[src/sfmio_defines.svh]
// Opcodes, phase lengths and timing constants of the multi-IO flash sequencer
`ifndef SFMIO_DEFINES_SVH
`define SFMIO_DEFINES_SVH

// Read and program opcodes
`define SFMIO_OP_READ 8'h03
`define SFMIO_OP_READ4 8'h13
`define SFMIO_OP_FAST 8'h0B
`define SFMIO_OP_FAST4 8'h0C
`define SFMIO_OP_DOUT 8'h3B
`define SFMIO_OP_DOUT4 8'h3C
`define SFMIO_OP_QOUT 8'h6B
`define SFMIO_OP_QOUT4 8'h6C
`define SFMIO_OP_DIO 8'hBB
`define SFMIO_OP_DIO4 8'hBC
`define SFMIO_OP_QIO 8'hEB
`define SFMIO_OP_QIO4 8'hEC
`define SFMIO_OP_PROG 8'h02
`define SFMIO_OP_PROG4 8'h12

// Phase lengths in serial clocks or bits
`define SFMIO_OPC_LAST 6'h07
`define SFMIO_DUMMY_FAST 4'h8
`define SFMIO_DUMMY_IO 4'h4
`define SFMIO_ADDR3_BITS 6'h18
`define SFMIO_ADDR4_BITS 6'h20
`define SFMIO_MODE_BITS 4'h8
`define SFMIO_BYTES_MAX 9'h100

// Timing: system clock period and program cycle length in ns
`define SFMIO_CLK_NS 8
`define SFMIO_TPP_NS 400000

// Program byte buffer shape: offset byte plus data byte
`define SFMIO_FIFO_WIDTH 16
`define SFMIO_FIFO_DEPTH 8

`endif

[src/sfmio_pkg.sv]
// Types shared by the multi-IO flash sequencer
package sfmio_pkg;

    typedef enum logic [2:0] {
        SFMIO_IDLE  = 3'b000,
        SFMIO_ADDR  = 3'b001,
        SFMIO_MODE  = 3'b010,
        SFMIO_DUMMY = 3'b011,
        SFMIO_DATA  = 3'b100,
        SFMIO_PDATA = 3'b101,
        SFMIO_SKIP  = 3'b110
    } sfmio_phase_t;

    // Decoded opcode properties
    typedef struct packed {
        logic ok;
        logic a32;
        logic four;
        logic qe;
        logic pgm;
        logic mode;
        logic [1:0] aLog;
        logic [1:0] dLog;
        logic [3:0] dummy;
    } sfmio_dec_t;

    // Whole state of the sequencer
    typedef struct packed {
        logic csS1;
        logic csS2;
        logic csS3;
        logic sclkS1;
        logic sclkS2;
        logic sclkS3;
        logic [3:0] ioS1;
        logic [3:0] ioS2;
        sfmio_phase_t phase;
        logic [7:0] cmd;
        sfmio_dec_t dec;
        logic [31:0] addr;
        logic [5:0] cnt;
        logic [5:0] aLast;
        logic [7:0] shift;
        logic [2:0] outCnt;
        logic [7:0] fetch;
        logic rdPend;
        logic rdReq;
        logic [31:0] rdAddr;
        logic [3:0] ioOut;
        logic [3:0] ioOe;
        logic [8:0] byteCnt;
        logic [7:0] offset;
        logic pushValid;
        logic [15:0] pushData;
        logic dropped;
        logic [23:0] page;
        logic commitPend;
        logic commit;
        logic abort;
        logic busy;
        logic write_enable_latch;
        logic [31:0] timer;
    } sfmio_st_t;

endpackage

[src/sfmio_core.sv]
// Serial flash fast/dual/quad read and page program sequencer on SPI pins
`timescale 1ns/100ps
`default_nettype none
`include "sfmio_defines.svh"
////////////////////////////////////////////////////////////////////////////////
////////////////////////////////////////////////////////////////////////////////

module sfmio_core #(
    parameter int unsigned TPP_CYCLES = (`SFMIO_TPP_NS + `SFMIO_CLK_NS - 1) / `SFMIO_CLK_NS,
    parameter int unsigned FIFO_DEPTH = `SFMIO_FIFO_DEPTH
) (
    input wire logic clk,
    input wire logic resetn,
    input wire logic chipSelectN,
    input wire logic serialClock,
    input wire logic [3:0] serialLineIn,
    output logic [3:0] serialLineOut,
    output logic [3:0] serialLineOe,
    input wire logic quadEnableBit,
    input wire logic fourByteModeFlag,
    input wire logic singleLineMode,
    input wire logic [7:0] extAddr,
    input wire logic writeEnableSet,
    input wire logic pageLocked,
    output logic arrayRdReq,
    output logic [31:0] arrayRdAddr,
    input wire logic [7:0] arrayRdData,
    output logic pgmValid,
    output logic [7:0] pgmOffset,
    output logic [7:0] pgmData,
    input wire logic pgmReady,
    output logic pgmCommit,
    output logic pgmAbort,
    output logic [23:0] pgmPage,
    output logic busyFlag,
    output logic writeEnableLatch
);
    import sfmio_pkg::*;

    sfmio_st_t r;
    sfmio_st_t n;
    sfmio_dec_t opDec;
    logic rise;
    logic fall;
    logic csRise;
    logic opDone;
    logic opAccept;
    logic progDone;
    logic fifoInReady;
    logic fifoEmpty;
    logic [15:0] fifoOut;

    ////////////////////////////////////////////////////////////////////////////
    // Opcode decode: lanes, dummy clocks, address width and gating flags
    function automatic sfmio_dec_t decode(input logic [7:0] op, input logic fbm);
        sfmio_dec_t d;
        d = '0;
        d.ok = 1'h1;
        case (op)
            `SFMIO_OP_READ, `SFMIO_OP_READ4: begin
                d.dummy = 4'h0;
            end
            `SFMIO_OP_FAST, `SFMIO_OP_FAST4: begin
                d.dummy = `SFMIO_DUMMY_FAST;
            end
            `SFMIO_OP_DOUT, `SFMIO_OP_DOUT4: begin
                d.dLog = 2'h1;
                d.dummy = `SFMIO_DUMMY_FAST;
            end
            `SFMIO_OP_QOUT, `SFMIO_OP_QOUT4: begin
                d.dLog = 2'h2;
                d.qe = 1'h1;
                d.dummy = `SFMIO_DUMMY_FAST;
            end
            `SFMIO_OP_DIO, `SFMIO_OP_DIO4: begin
                d.aLog = 2'h1;
                d.dLog = 2'h1;
                d.mode = 1'h1;
                d.dummy = `SFMIO_DUMMY_IO;
            end
            `SFMIO_OP_QIO, `SFMIO_OP_QIO4: begin
                d.aLog = 2'h2;
                d.dLog = 2'h2;
                d.mode = 1'h1;
                d.qe = 1'h1;
                d.dummy = `SFMIO_DUMMY_IO;
            end
            `SFMIO_OP_PROG, `SFMIO_OP_PROG4: begin
                d.pgm = 1'h1;
            end
            default: begin
                d.ok = 1'h0;
            end
        endcase
        d.four = (op == `SFMIO_OP_READ4) || (op == `SFMIO_OP_FAST4)
            || (op == `SFMIO_OP_DOUT4) || (op == `SFMIO_OP_QOUT4)
            || (op == `SFMIO_OP_DIO4) || (op == `SFMIO_OP_QIO4);
        d.a32 = fbm || d.four || (op == `SFMIO_OP_PROG4);
        return d;
    endfunction

    ////////////////////////////////////////////////////////////////////////////
    // Pin edges from the second and third synchroniser stages
    assign rise = r.sclkS2 && !r.sclkS3;
    assign fall = !r.sclkS2 && r.sclkS3;
    assign csRise = r.csS2 && !r.csS3;
    assign opDone = rise && !r.csS2 && (r.phase == SFMIO_IDLE) && (r.cnt == `SFMIO_OPC_LAST);
    assign opDec = decode({r.cmd[6:0], r.ioS2[0]}, fourByteModeFlag);
    // Gating of a freshly received opcode
    assign opAccept = opDec.ok
        && !(opDec.qe && !quadEnableBit)
        && !(opDec.four && !singleLineMode)
        && !r.busy
        && !(opDec.pgm && !r.write_enable_latch);
    assign progDone = r.busy && !r.commitPend && (r.timer == 32'h0000_0001);

    // Outputs all come from state flops
    assign serialLineOut = r.ioOut;
    assign serialLineOe = r.ioOe;
    assign arrayRdReq = r.rdReq;
    assign arrayRdAddr = r.rdAddr;
    assign pgmCommit = r.commit;
    assign pgmAbort = r.abort;
    assign pgmPage = r.page;
    assign busyFlag = r.busy;
    assign writeEnableLatch = r.write_enable_latch;
    assign pgmOffset = fifoOut[15:8];
    assign pgmData = fifoOut[7:0];

    ////////////////////////////////////////////////////////////////////////////
    // Program bytes pass through the buffer; a full buffer stalls the push
    sfmio_fifo #(
        .WIDTH(`SFMIO_FIFO_WIDTH),
        .DEPTH(FIFO_DEPTH)
    ) uFifo (
        .clk(clk),
        .resetn(resetn),
        .inValid(r.pushValid),
        .inData(r.pushData),
        .inReady(fifoInReady),
        .outValid(pgmValid),
        .outData(fifoOut),
        .outReady(pgmReady),
        .isEmpty(fifoEmpty)
    );

    ////////////////////////////////////////////////////////////////////////////
    // Next state of the whole sequencer
    always_comb begin
        logic [31:0] sh;
        logic [31:0] full;
        logic [7:0] b;
        n = r;
        case (r.dec.aLog)
            2'h1: sh = {r.addr[29:0], r.ioS2[1:0]};
            2'h2: sh = {r.addr[27:0], r.ioS2};
            default: sh = {r.addr[30:0], r.ioS2[0]};
        endcase
        full = r.dec.a32 ? sh : {extAddr, sh[23:0]};
        b = (r.outCnt == 3'h0) ? r.fetch : r.shift;
        n.csS1 = chipSelectN;
        n.csS2 = r.csS1;
        n.csS3 = r.csS2;
        n.sclkS1 = serialClock;
        n.sclkS2 = r.sclkS1;
        n.sclkS3 = r.sclkS2;
        n.ioS1 = serialLineIn;
        n.ioS2 = r.ioS1;
        n.rdReq = 1'h0;
        n.commit = 1'h0;
        n.abort = 1'h0;
        n.rdPend = r.rdReq;
        // Array answers one cycle after the request
        if (r.rdPend) begin
            n.fetch = arrayRdData;
        end
        if (r.pushValid && fifoInReady) begin
            n.pushValid = 1'h0;
        end
        // Timed cycle starts only once every buffered byte has drained
        if (r.commitPend && fifoEmpty && !r.pushValid) begin
            n.commitPend = 1'h0;
            n.commit = 1'h1;
            n.timer = 32'(TPP_CYCLES);
        end else if (r.busy && !r.commitPend) begin
            n.timer = r.timer - 32'h0000_0001;
            if (progDone) begin
                n.busy = 1'h0;
                n.write_enable_latch = 1'h0;
            end
        end
        // A write enable arriving with the cycle end still wins
        if (writeEnableSet) begin
            n.write_enable_latch = 1'h1;
        end
        if (r.csS2) begin
            // Deselected: clear phase, counters, command and line enables; settle any program in flight
            n.phase = SFMIO_IDLE;
            n.cnt = '0;
            n.cmd = '0;
            n.outCnt = '0;
            n.ioOe = '0;
            if (csRise) begin
                if ((r.phase == SFMIO_PDATA) && (r.cnt == 6'h0) && (r.byteCnt != 9'h0)
                    && !r.dropped && !pageLocked) begin
                    n.commitPend = 1'h1;
                    n.busy = 1'h1;
                end else if (r.dec.pgm
                    && ((r.phase == SFMIO_ADDR) || (r.phase == SFMIO_PDATA))) begin
                    n.abort = 1'h1;
                end
            end
        end else if (rise) begin
            n.cnt = r.cnt + 6'h1;
            case (r.phase)
                SFMIO_IDLE: begin
                    n.cmd = {r.cmd[6:0], r.ioS2[0]};
                    if (opDone) begin
                        n.dec = opDec;
                        n.cnt = '0;
                        n.addr = '0;
                        n.aLast = ((opDec.a32 ? `SFMIO_ADDR4_BITS : `SFMIO_ADDR3_BITS)
                            >> opDec.aLog) - 6'h1;
                        n.phase = opAccept ? SFMIO_ADDR : SFMIO_SKIP;
                    end
                end
                SFMIO_ADDR: begin
                    n.addr = sh;
                    if (r.cnt == r.aLast) begin
                        n.cnt = '0;
                        if (r.dec.pgm) begin
                            n.phase = SFMIO_PDATA;
                            n.page = full[31:8];
                            n.offset = full[7:0];
                            n.byteCnt = '0;
                            n.dropped = 1'h0;
                        end else begin
                            n.rdAddr = full;
                            n.rdReq = 1'h1;
                            if (r.dec.mode) begin
                                n.phase = SFMIO_MODE;
                            end else if (r.dec.dummy != 4'h0) begin
                                n.phase = SFMIO_DUMMY;
                            end else begin
                                n.phase = SFMIO_DATA;
                            end
                        end
                    end
                end
                SFMIO_MODE: begin
                    // Mode bits are not interpreted; no continuous read
                    if (r.cnt == 6'(`SFMIO_MODE_BITS >> r.dec.aLog) - 6'h1) begin
                        n.cnt = '0;
                        n.phase = SFMIO_DUMMY;
                    end
                end
                SFMIO_DUMMY: begin
                    // Line values during dummy clocks are ignored
                    if (r.cnt == 6'(r.dec.dummy) - 6'h1) begin
                        n.cnt = '0;
                        n.phase = SFMIO_DATA;
                    end
                end
                SFMIO_PDATA: begin
                    n.shift = {r.shift[6:0], r.ioS2[0]};
                    if (r.cnt == 6'h7) begin
                        n.cnt = '0;
                        n.offset = r.offset + 8'h01;
                        if (r.byteCnt != `SFMIO_BYTES_MAX) begin
                            n.byteCnt = r.byteCnt + 9'h001;
                        end
                        // A byte arriving while the last still waits is lost
                        if (r.pushValid && !fifoInReady) begin
                            n.dropped = 1'h1;
                        end else begin
                            n.pushValid = 1'h1;
                            n.pushData = {r.offset, r.shift[6:0], r.ioS2[0]};
                        end
                    end
                end
                default: begin
                    n.cnt = r.cnt;
                end
            endcase
        end else if (fall && (r.phase == SFMIO_DATA)) begin
            // Lines turn to outputs only at the first data fall
            case (r.dec.dLog)
                2'h1: begin
                    n.ioOut = {2'h0, b[7:6]};
                    n.ioOe = 4'h3;
                    n.shift = {b[5:0], 2'h0};
                end
                2'h2: begin
                    n.ioOut = b[7:4];
                    n.ioOe = 4'hF;
                    n.shift = {b[3:0], 4'h0};
                end
                default: begin
                    n.ioOut = {2'h0, b[7], 1'h0};
                    n.ioOe = 4'h2;
                    n.shift = {b[6:0], 1'h0};
                end
            endcase
            if (r.outCnt == 3'h0) begin
                n.outCnt = 3'h7 >> r.dec.dLog;
                n.rdAddr = r.rdAddr + 32'h0000_0001;
                n.rdReq = 1'h1;
            end else begin
                n.outCnt = r.outCnt - 3'h1;
            end
        end
    end

    // State register, synchronous reset
    always_ff @(posedge clk) begin
        if (!resetn) begin
            r <= '0;
        end else begin
            r <= n;
        end
    end
endmodule // sfmio_core
`default_nettype wire

[src/sfmio_fifo.sv]
// Program byte buffer with registered output stage
`timescale 1ns/100ps
`default_nettype none
`include "sfmio_defines.svh"

module sfmio_fifo #(
    parameter int unsigned WIDTH = `SFMIO_FIFO_WIDTH,
    parameter int unsigned DEPTH = `SFMIO_FIFO_DEPTH
) (
    input wire logic clk,
    input wire logic resetn,
    input wire logic inValid,
    input wire logic [WIDTH-1:0] inData,
    output logic inReady,
    output logic outValid,
    output logic [WIDTH-1:0] outData,
    input wire logic outReady,
    output logic isEmpty
);
    localparam int unsigned AW = $clog2(DEPTH);

    typedef struct packed {
        logic [DEPTH-1:0][WIDTH-1:0] mem;
        logic [AW-1:0] wp;
        logic [AW-1:0] rp;
        logic [AW:0] cnt;
        logic ov;
        logic [WIDTH-1:0] od;
    } sfmio_fifo_st_t;

    sfmio_fifo_st_t r;
    sfmio_fifo_st_t n;
    logic wr;
    logic rd;

    // Storage count excludes the output register; full stalls the writer
    assign inReady = (r.cnt != (AW + 1)'(DEPTH));
    assign outValid = r.ov;
    assign outData = r.od;
    assign isEmpty = (r.cnt == '0) && !r.ov;
    assign wr = inValid && inReady;
    assign rd = (r.cnt != '0) && (!r.ov || outReady);

    // Next state: write, then refill the output register when it frees up
    always_comb begin
        n = r;
        if (wr) begin
            n.mem[r.wp] = inData;
            n.wp = r.wp + AW'(1);
        end
        if (rd) begin
            n.od = r.mem[r.rp];
            n.rp = r.rp + AW'(1);
            n.ov = 1'h1;
        end else if (outReady) begin
            n.ov = 1'h0;
        end
        n.cnt = r.cnt + (AW + 1)'(wr) - (AW + 1)'(rd);
    end

    // State register
    always_ff @(posedge clk) begin
        if (!resetn) begin
            r <= '0;
        end else begin
            r <= n;
        end
    end

endmodule // sfmio_fifo
`default_nettype wire

[config.mk]
export PLATFORM = sky130hd
export DESIGN_NAME = sfmio_core
export DESIGN_NICKNAME = d
export VERILOG_FILES = /design/src/sfmio_pkg.sv /design/src/sfmio_core.sv /design/src/sfmio_fifo.sv
export VERILOG_INCLUDE_DIRS = /design/src
export SDC_FILE = /design/constraint.sdc
export NUM_CORES = 1
export LEC_CHECK = 0
export BUFFER_PORTS_ARGS = -buffer_cell sky130_fd_sc_hd__buf_2
export CORE_MARGIN = 5
export CORE_UTILIZATION = 55
export DETAILED_ROUTE_END_ITERATION = 6
export PLACE_DENSITY = 0.73
export SYNTH_ARGS = -nofsm -noshare
export SYNTH_HDL_FRONTEND = slang
export SYNTH_SLANG_ARGS = --single-unit
[constraint.sdc]
create_clock -name clk -period 3.1 [get_ports clk]
set_input_delay 0.62 -clock clk [delete_from_list [all_inputs] [get_ports clk]]
set_output_delay 0.62 -clock clk [all_outputs]
set_load 0.03 [all_outputs]
* Word-level counts from Yosys, hierarchy flattened
Index checks and enable logic that the tools add are counted.
** Cells by class
- $add $sub $neg :: 13
- Magnitude comparators :: 3
- Eq/ne operators :: 43
- Shift operators :: 3
- Mux-type cells :: 73
- Bitwise logic cells :: 5
- Reductions and logical operators :: 97
** Operators by type and width (count)
- $mux W33 :: 5
- $bwmux W128 :: 1
- $mux W42 :: 2
- $mux W17 :: 4
- $pmux W32 S2 :: 1
- $pmux W31 S2 :: 1
- $mux W25 :: 2
- $bmux W16 S3 :: 1
- $demux W16 S3 :: 1
- $mux W16 :: 3
- $mux W43 :: 1
- $mux W41 :: 1
- $mux W35 :: 1
- $mux W34 :: 1
- $pmux W17 S2 :: 1
- $add A32 B1 Y32 const B :: 1
- $eq A32 B1 Y1 const B :: 1
- $eq A8 B8 Y1 const B :: 4
- $mux W32 :: 1
- $pmux W8 S2 :: 2
- $sub A32 B1 Y32 const B :: 1
- $mux W6 :: 5
- $pmux W6 S5 :: 1
- $logic_and A1 B1 Y1 :: 28
- 62 further kinds :: 167
** Storage, ports and cells
- Register bits :: 390
- Output and inout port bits :: 86
- Word-level logic and storage cells :: 290

* Logic depth before layout (Yosys ltp)
Gate-level depths: netlist of the first run.
- Word-level depth :: 14
- Gate-level depth with buffers :: 11

* Hierarchy
A second synthesis of the first run with hierarchy kept.
** Unflattened totals
- Cell total of the unflattened synthesis :: 2225
- Area, all modules :: 19059.5 µm²
** Modules (own cells, without submodules)
- sfmio_core :: instances 1, cells each 1561, area an instance 12290.5 µm², sequential area each 4644.5 µm²
- sfmio_fifo :: instances 1, cells each 664, area an instance 6769.0 µm², sequential area each 3103.0 µm²

* Worst setup path after synthesis of the first run
Ideal clock, no wire load.
- Path kind :: register to register
- Start :: register r[218] in the netlist's numbering
- End :: register r[162] in the netlist's numbering
- Arrival :: 2441 ps
- Slack :: 527 ps
- Stages on the path, launching flop included :: 11
- Buffers on the path :: 2
- Cell sequence :: dfxtp_1 > clkbuf_1 > and3b_1 > o31ai_1 > and2_1 > clkbuf_1 > inv_1 > ha_1 > o311ai_0 > o41a_1 > a21oi_1
** RTL lines
- start, declared :: RTL line sfmio_core.sv:40 : sfmio_st_t r;
- start signal, assigned :: RTL line sfmio_core.sv:319 : r <= n;

==> results.py, run 1 <==
metrics = {
    "grt": {
        "antenna_found_initial": 1,
        "grt_pass1_wl_um": 78500,
        "grt.overflow.total": 0,
        "grt_max_degree": 129,
        "track_usage_pct": 24.5,
        "use_met1_pct": 32.5,
        "grtUsageMet2_pct": 40.1,
        "grt_pass1_vias": 15152,
        "top_usage_layer": "met2",
        "met3_usage_pct": 4.16,
    },
    "critical_path": {
        "start_kind": "register",
        "required_ps": 3530,
        "end_kind": "register",
        "cpMaxStageDelayCell": "dfxtp_1",
        "crit_arrival_ps": 3120,
        "crit_fanout": 10,
        "crit_type": "register to register",
        "cp_slowest_stage_delay_ps": 470,
        "cp_cell_sequence": "and3b_1, o31ai_1, and2_1, inv_1, ha_1, o311ai_0, o41a_1, a21oi_1",
    },
    "cells_and_area": {
        "fillerInstances": 2854,
        "syn2layout_area_growth_pct": 9.81,
        "stdcell_area_sq_um": 20600,
        "drive_gt1_share_pct": 14.2,
        "layout.nets": 2250,
        "fin_util_pct": 61.4,
    },
    "clock_tree": {
        "clk_transition_reported_paths_ps": 60,
        "cts_setup_buffers": 0,
        "clock_path_buffers": 3,
        "cts_resized": 0,
        "cts_buffers": 42,
        "cts_tree": "yes",
        "hold_buffers": 0,
        "clock_sinks": 387,
        "cts.root.buffer_cell": "clkbuf_16",
        "clk_latency_ps": 560,
        "htreeDepth": 2,
    },
    "route": {
        "wire_per_inst_um": 18.1,
        "vias": 15931,
        "drc": 0,
        "drtIter0Drc": 1610,
        "viasPerCell": 5.97,
        "routed_wl_um": 48300,
        "ant_nets": 0,
        "dr.pass1.iters": 6,
    },
    "synthesis": {
        "synth_top_area_cell": "dfxtp_1",
        "syn_area_sq_um": 18800,
        "synthTopCellsByArea": "dfxtp_1 (41%), mux2i_1 (7.5%), nor2_1 (6.4%), a21oi_1 (5.4%), nand2_1 (4.6%)",
        "synth-edff-count": 0,
        "synth_cell_types": 81,
        "ys_seq_area_share_pct": 41.2,
        "synth_fp_nets": 2276,
        "yosys_most_used_dff": "dfxtp_1",
        "ys_ff_latch": 387,
        "yosys_warnings": 0,
        "netlist.area_leader.share_pct": 41.2,
        "avgSynthCellArea_sq_um": 8.49,
        "ys_async_sr_fraction_pct": 0,
        "syn_inst": 2215,
    },
    "timing": {
        "grt_setup_unrepaired": "no",
        "fmax_ghz": 0.372,
        "fin_crit_sh_pct": 86.7,
        "slew_violations": 0,
        "max_slew.worst_pin.slew_ps": 1080,
        "fin_crit_ps": 2690,
        "finalSetupViolations": 0,
        "tns_ps": 0,
        "fin_worst_skew_ps": 25.7,
        "maxSlewHeadroom_pct": 28.2,
        "hold_viol_final": 0,
    },
    "die": {
        "initial_core_util_pct": 55.9,
        "num_rows": 67,
        "core_area_sq_um": 33600,
        "dieWidth_um": 195,
        "ios": 116,
        "dieArea_sq_um": 38000,
        "die_y_um": 195,
    },
    "status": {
        "status": "finished, final reports clean",
    },
    "power": {
        "power_density_nw_per_um2": 567,
        "ir_drop_mv": 0.486,
        "power_mw": 11.7,
        "p_leak_nw": 7.60,
    },
    "placed_design": {
        "io_buffers": 115,
        "hpwl_um": 32500,
        "gp_congestion": 0.955,
        "place_area_sq_um": 19200,
    },
    "flow_run": {
        "max-cap-violations": 0,
    },
    "hold_path": {
        "hold_class": "input port to register",
    },
}
==> path summary, 6_finish.rpt <==
check	start	endpoint	slack, ps	depth (start not counted)
setup / recovery	r[218]	r[162]	410	8
hold / removal	serialLineIn[1]	n[227]	270	2
setup reg to reg	r[218]	r[162]	410	8
hold reg to reg	n[227]	r[227]	430	1
==> metrics by stage <==
| step | hold slack, ps | cells | setup WS (ps) |
|---|---|---|---|
| floorplan | 412 | 2215 | 527 |
| global placement | 416 | 2593 | 545 |
| detailed placement | 419 | 2593 | 456 |
| CTS | 252 | 2669 | 444 |
| global route | 270 | 2670 | 79.5 |
| finish | 275 | 2670 | 412 |
==> placed cells by master, fill, tap and decap left out, types with 8 or more instances in the layout <==
cell type,Yosys,routed
a31oi_1,13,13
nand3_1,51,51
mux4_2,32,32
ha_1,30,30
o21a_1,9,9
xnor2_1,40,40
nor2_1,318,317
nor4_1,23,23
or2_2,9,9
clkbuf_16,0,43
o32ai_1,9,9
o22ai_1,14,14
and2_1,22,22
buf_2,15,115
xor2_1,21,21
a22oi_1,33,33
dfxtp_1,387,386
a211oi_1,34,34
buf_4,81,59
mux2i_1,140,140
nand2_1,230,230
and3_1,15,15
nor3_1,59,59
nand2b_1,13,13
clkbuf_8,0,8
o21ai_0,63,63
o31ai_1,11,11
clkbuf_1,133,11
inv_1,41,41
a21oi_1,202,201
nand4_1,24,24
==> critical path: cells and delay by family, from the launching register on <==
kind	cells	cell delay, ps
adder cells (fa/ha/maj)	1	360
buffers and inverters	1	120
AND/OR/NAND/NOR	2	580
AO/OA/AOI/OAI	4	1030
flip-flops	1	470
==> routing by layer <==
layer | wire length [um] | share of wire, % | vias to the layer above
li1 | - | - | 7642
met1 | 20600 | 43 | 7555
met2 | 22700 | 47 | 610
met3 | 3280 | 6.8 | 124
met4 | 1690 | 3.5 | 0
met5 | 0 | 0 | -
==> flip-flops by register name, summed over array words and instances, names as in the netlist <==
register,cells
r,156
uFifo.r,138
arrayRdAddr,32
pgmPage,24
uFifo.outData,16
n,8
serialLineOut,4
serialLineOe,3
arrayRdReq,1
busyFlag,1
pgmAbort,1
pgmCommit,1
uFifo.outValid,1
writeEnableLatch,1
==> synth_stat cells, types with 7 or more instances <==
cell type / count
a211oi_1: 34
a21oi_1: 202
a22oi_1: 33
a31oi_1: 13
and2_1: 22
and3_1: 15
buf_1: 16
buf_2: 15
buf_4: 81
clkbuf_1: 133
dfxtp_1: 387
ha_1: 30
inv_1: 41
mux2i_1: 140
mux4_2: 32
nand2_1: 230
nand2b_1: 13
nand3_1: 51
nand4_1: 24
nor2_1: 318
nor3_1: 59
nor3b_1: 7
nor4_1: 23
o211ai_1: 7
o21a_1: 9
o21ai_0: 63
o22ai_1: 14
o31ai_1: 11
o32ai_1: 9
or2_2: 9
or3_1: 7
xnor2_1: 40
xor2_1: 21
==> cell type report <==
class	instances	area (sq um)	area share (%)
Antenna cell	1	2.50	0.0121
Clock inverter	14	199	0.964
Timing Repair Buffer	176	1060	5.13
Clock buffer	62	1230	5.95
Inverter	42	165	0.800
Sequential cell	387	7750	37.5
Tap cell	448	561	2.72
Multi-Input combinational cell	1540	9680	46.9
==> cells by family (layout without fill, tap and decap cells) <==
group           after synthesis  in the layout  share of synthesized area (%)
simple gates                821            821                           20.0
compound gates              450            450                           14.7
flops                       387            387                           41.2
buf+inv                     288            294                           7.51
mux                         177            177                           11.6
xor+xnor                     61             61                           2.84
fa+ha+maj                    31             31                           2.10
other cells                   0              1                              0
==> power breakdown <==
| group | switching (mW) | total (mW) | internal, mW |
|---|---|---|---|
| Combinational | 0.866 | 1.34 | 0.479 |
| Sequential | 0.0936 | 5.21 | 5.12 |
| Clock | 2.06 | 5.15 | 3.09 |
| Total | 3.02 | 11.7 | 8.69 |
No activity file was read; power rests on OpenSTA's default activity.
==> inputs of run 2 (changes only) <==
--- a/config.mk
+++ b/config.mk
@@ -7,7 +7,6 @@
 export NUM_CORES = 1
 export LEC_CHECK = 0
 export BUFFER_PORTS_ARGS = -buffer_cell sky130_fd_sc_hd__buf_2
-export CORE_MARGIN = 5
 export CORE_UTILIZATION = 55
 export DETAILED_ROUTE_END_ITERATION = 6
 export PLACE_DENSITY = 0.73
==> run 2 against run 1 <==
  * Sequential cell count unchanged
  * Utilization down 0.17 points
  * Design area down 0.28%
  * Sequential power up 1%
  * Worst setup slack better by 20 ps
  * Power down 1.5%
  * Final cell count down 0.22%
  * Register-to-register slack better by 20 ps
  * Worst hold slack better by 4.8 ps
  * Fmax up 0.75%
  * Critical path type unchanged
  * Critical endpoint unchanged
==> results.py, run 2 (synthesis gave the netlist of run 1 again) <==
metrics = {
    "cells_and_area": {
        "antennaDiodeCount": 0,
        "final-seq-area_sq_um": 7750,
        "layout.nets": 2248,
        "layout_common_cells": "dfxtp_1 (386), nor2_1 (317), nand2_1 (230)",
        "drive_gt1_share_pct": 14.2,
        "fillerInstances": 2925,
        "largest_reg_flops": 156,
        "regMostFlops": "r",
        "syn2layout_area_growth_pct": 9.50,
        "final_common_cell": "dfxtp_1",
        "multi_input_area_sq_um": 9680,
    },
    "route": {
        "drc": 0,
        "viasPerCell": 5.88,
        "ant_nets": 0,
        "drtIter0Drc": 1574,
        "vias": 15675,
        "wire_per_inst_um": 17.6,
        "dr.pass1.iters": 6,
        "routed_wl_um": 46900,
    },
    "clock_tree": {
        "cts.root.buffer_cell": "clkbuf_16",
        "hold_buffers": 0,
        "cts_setup_buffers": 0,
        "cts_buffers": 42,
        "clk_transition_reported_paths_ps": 60,
        "cts_tree": "yes",
        "clock_path_buffers": 3,
        "clk_latency_ps": 550,
        "htreeDepth": 2,
        "cts_resized": 0,
        "clock_sinks": 387,
    },
    "grt": {
        "grt.overflow.total": 0,
        "grt_pass1_wl_um": 76200,
        "track_usage_pct": 26.4,
        "grt_pass1_vias": 14646,
        "antenna_found_initial": 0,
        "grt_max_degree": 133,
    },
    "placed_design": {
        "gp_congestion": 0.905,
        "hpwl_um": 31200,
        "place_ws_ps": 456,
        "io_buffers": 115,
    },
    "power": {
        "ir_drop_mv": 0.533,
        "power_density_nw_per_um2": 560,
        "p_leak_nw": 7.57,
    },
    "timing": {
        "fin_crit_sh_pct": 86.1,
        "fin_worst_skew_ps": 22.1,
        "grt_setup_unrepaired": "no",
        "tns_ps": 0,
        "fmax_ghz": 0.375,
        "hold_viol_final": 0,
        "setup_slack_ps": 432,
        "maxSlewHeadroom_pct": 20.8,
        "slew_violations": 0,
        "finalSetupViolations": 0,
        "fin_crit_ps": 2670,
        "max_slew.worst_pin.slew_ps": 1180,
    },
    "critical_path": {
        "required_ps": 3510,
        "crit_path_start": "r[218]",
        "start_kind": "register",
        "timing.rr.end": "r[162]",
        "r2r-start": "r[218]",
        "r2r_cells": 9,
        "endpoint": "r[162]",
        "crit_fanout": 10,
        "crit_type": "register to register",
        "end_kind": "register",
        "rrSetupSlack_ps": 430,
        "crit_arrival_ps": 3080,
    },
    "flow_run": {
        "max-cap-violations": 0,
    },
    "hold_path": {
        "hold_class": "input port to register",
    },
    "die": {
        "core_area_sq_um": 33600,
        "initial_core_util_pct": 55.9,
        "ios": 116,
        "dieWidth_um": 187,
        "dieArea_sq_um": 34900,
        "die_y_um": 187,
        "num_rows": 67,
    },
    "status": {
        "status": "finished, final reports clean",
    },
}
run 2: changes by cell type in the layout (fill, tap and decap cells not counted):
cell and change:
buf_4 -3, bufinv_16 -2, buf_12 +1, clkbuf_8 +1
clkinvlp_4 -1, clkbuf_1 -4, diode_2 -1, clkinv_2 +3
run 2: routing by layer:
layer	share of wire (%)	global-route usage, %
met1	44	35.6
met2	47	43.3
met3	6.3	4.07
met4	2.7	8.80
met5	0	0
run 2: worst min path at each step:
stage                               start      to  slack [ps]  depth (start not counted)
final                     serialLineIn[2]  n[228]         280                          2
after global routing      serialLineIn[2]  n[228]         280                          2
after CTS                 serialLineIn[2]  n[228]         260                          2
after detailed placement           n[229]  r[229]         420                          1
after global placement             n[229]  r[229]         420                          1
after floorplan                    n[235]  n[234]         410                          1
run 2: report_power, final:
| part | internal [mW] | switching (mW) |
|---|---|---|
| Sequential | 5.12 | 0.155 |
| Combinational | 0.503 | 0.798 |
| Clock | 2.93 | 2.03 |
| Total | 8.55 | 2.98 |
run 2: area by class of cell:
type | instances | share of cell area (%)
Clock inverter | 14 | 0.711
Sequential cell | 387 | 37.6
Clock buffer | 59 | 5.96
Multi-Input combinational cell | 1540 | 47.0
Tap cell | 448 | 2.72
Timing Repair Buffer | 174 | 5.13
Inverter | 42 | 0.802
run 2: critical path, cell delays in order (launching register included):
cell and delay (ps):
dfxtp_1 500, and3b_1 240, o31ai_1 250, buf_4 170, and2_1 260, inv_1 120, ha_1 350, o311ai_0 380
o41a_1 230, a21oi_1 70
run 2: metrics by stage:
step	util, %	std cells	hold WS [ps]	instance area (sq um)	total power [mW]
after detailed placement	57.1	2591	422	19200	6.69
after global placement	57.1	2591	418	19200	6.66
final	61.2	2664	280	20600	11.5
after floorplan	-	2215	412	18800	6.43
after CTS	61.2	2664	263	20600	11.6
after global routing	61.2	2664	282	20600	12.0
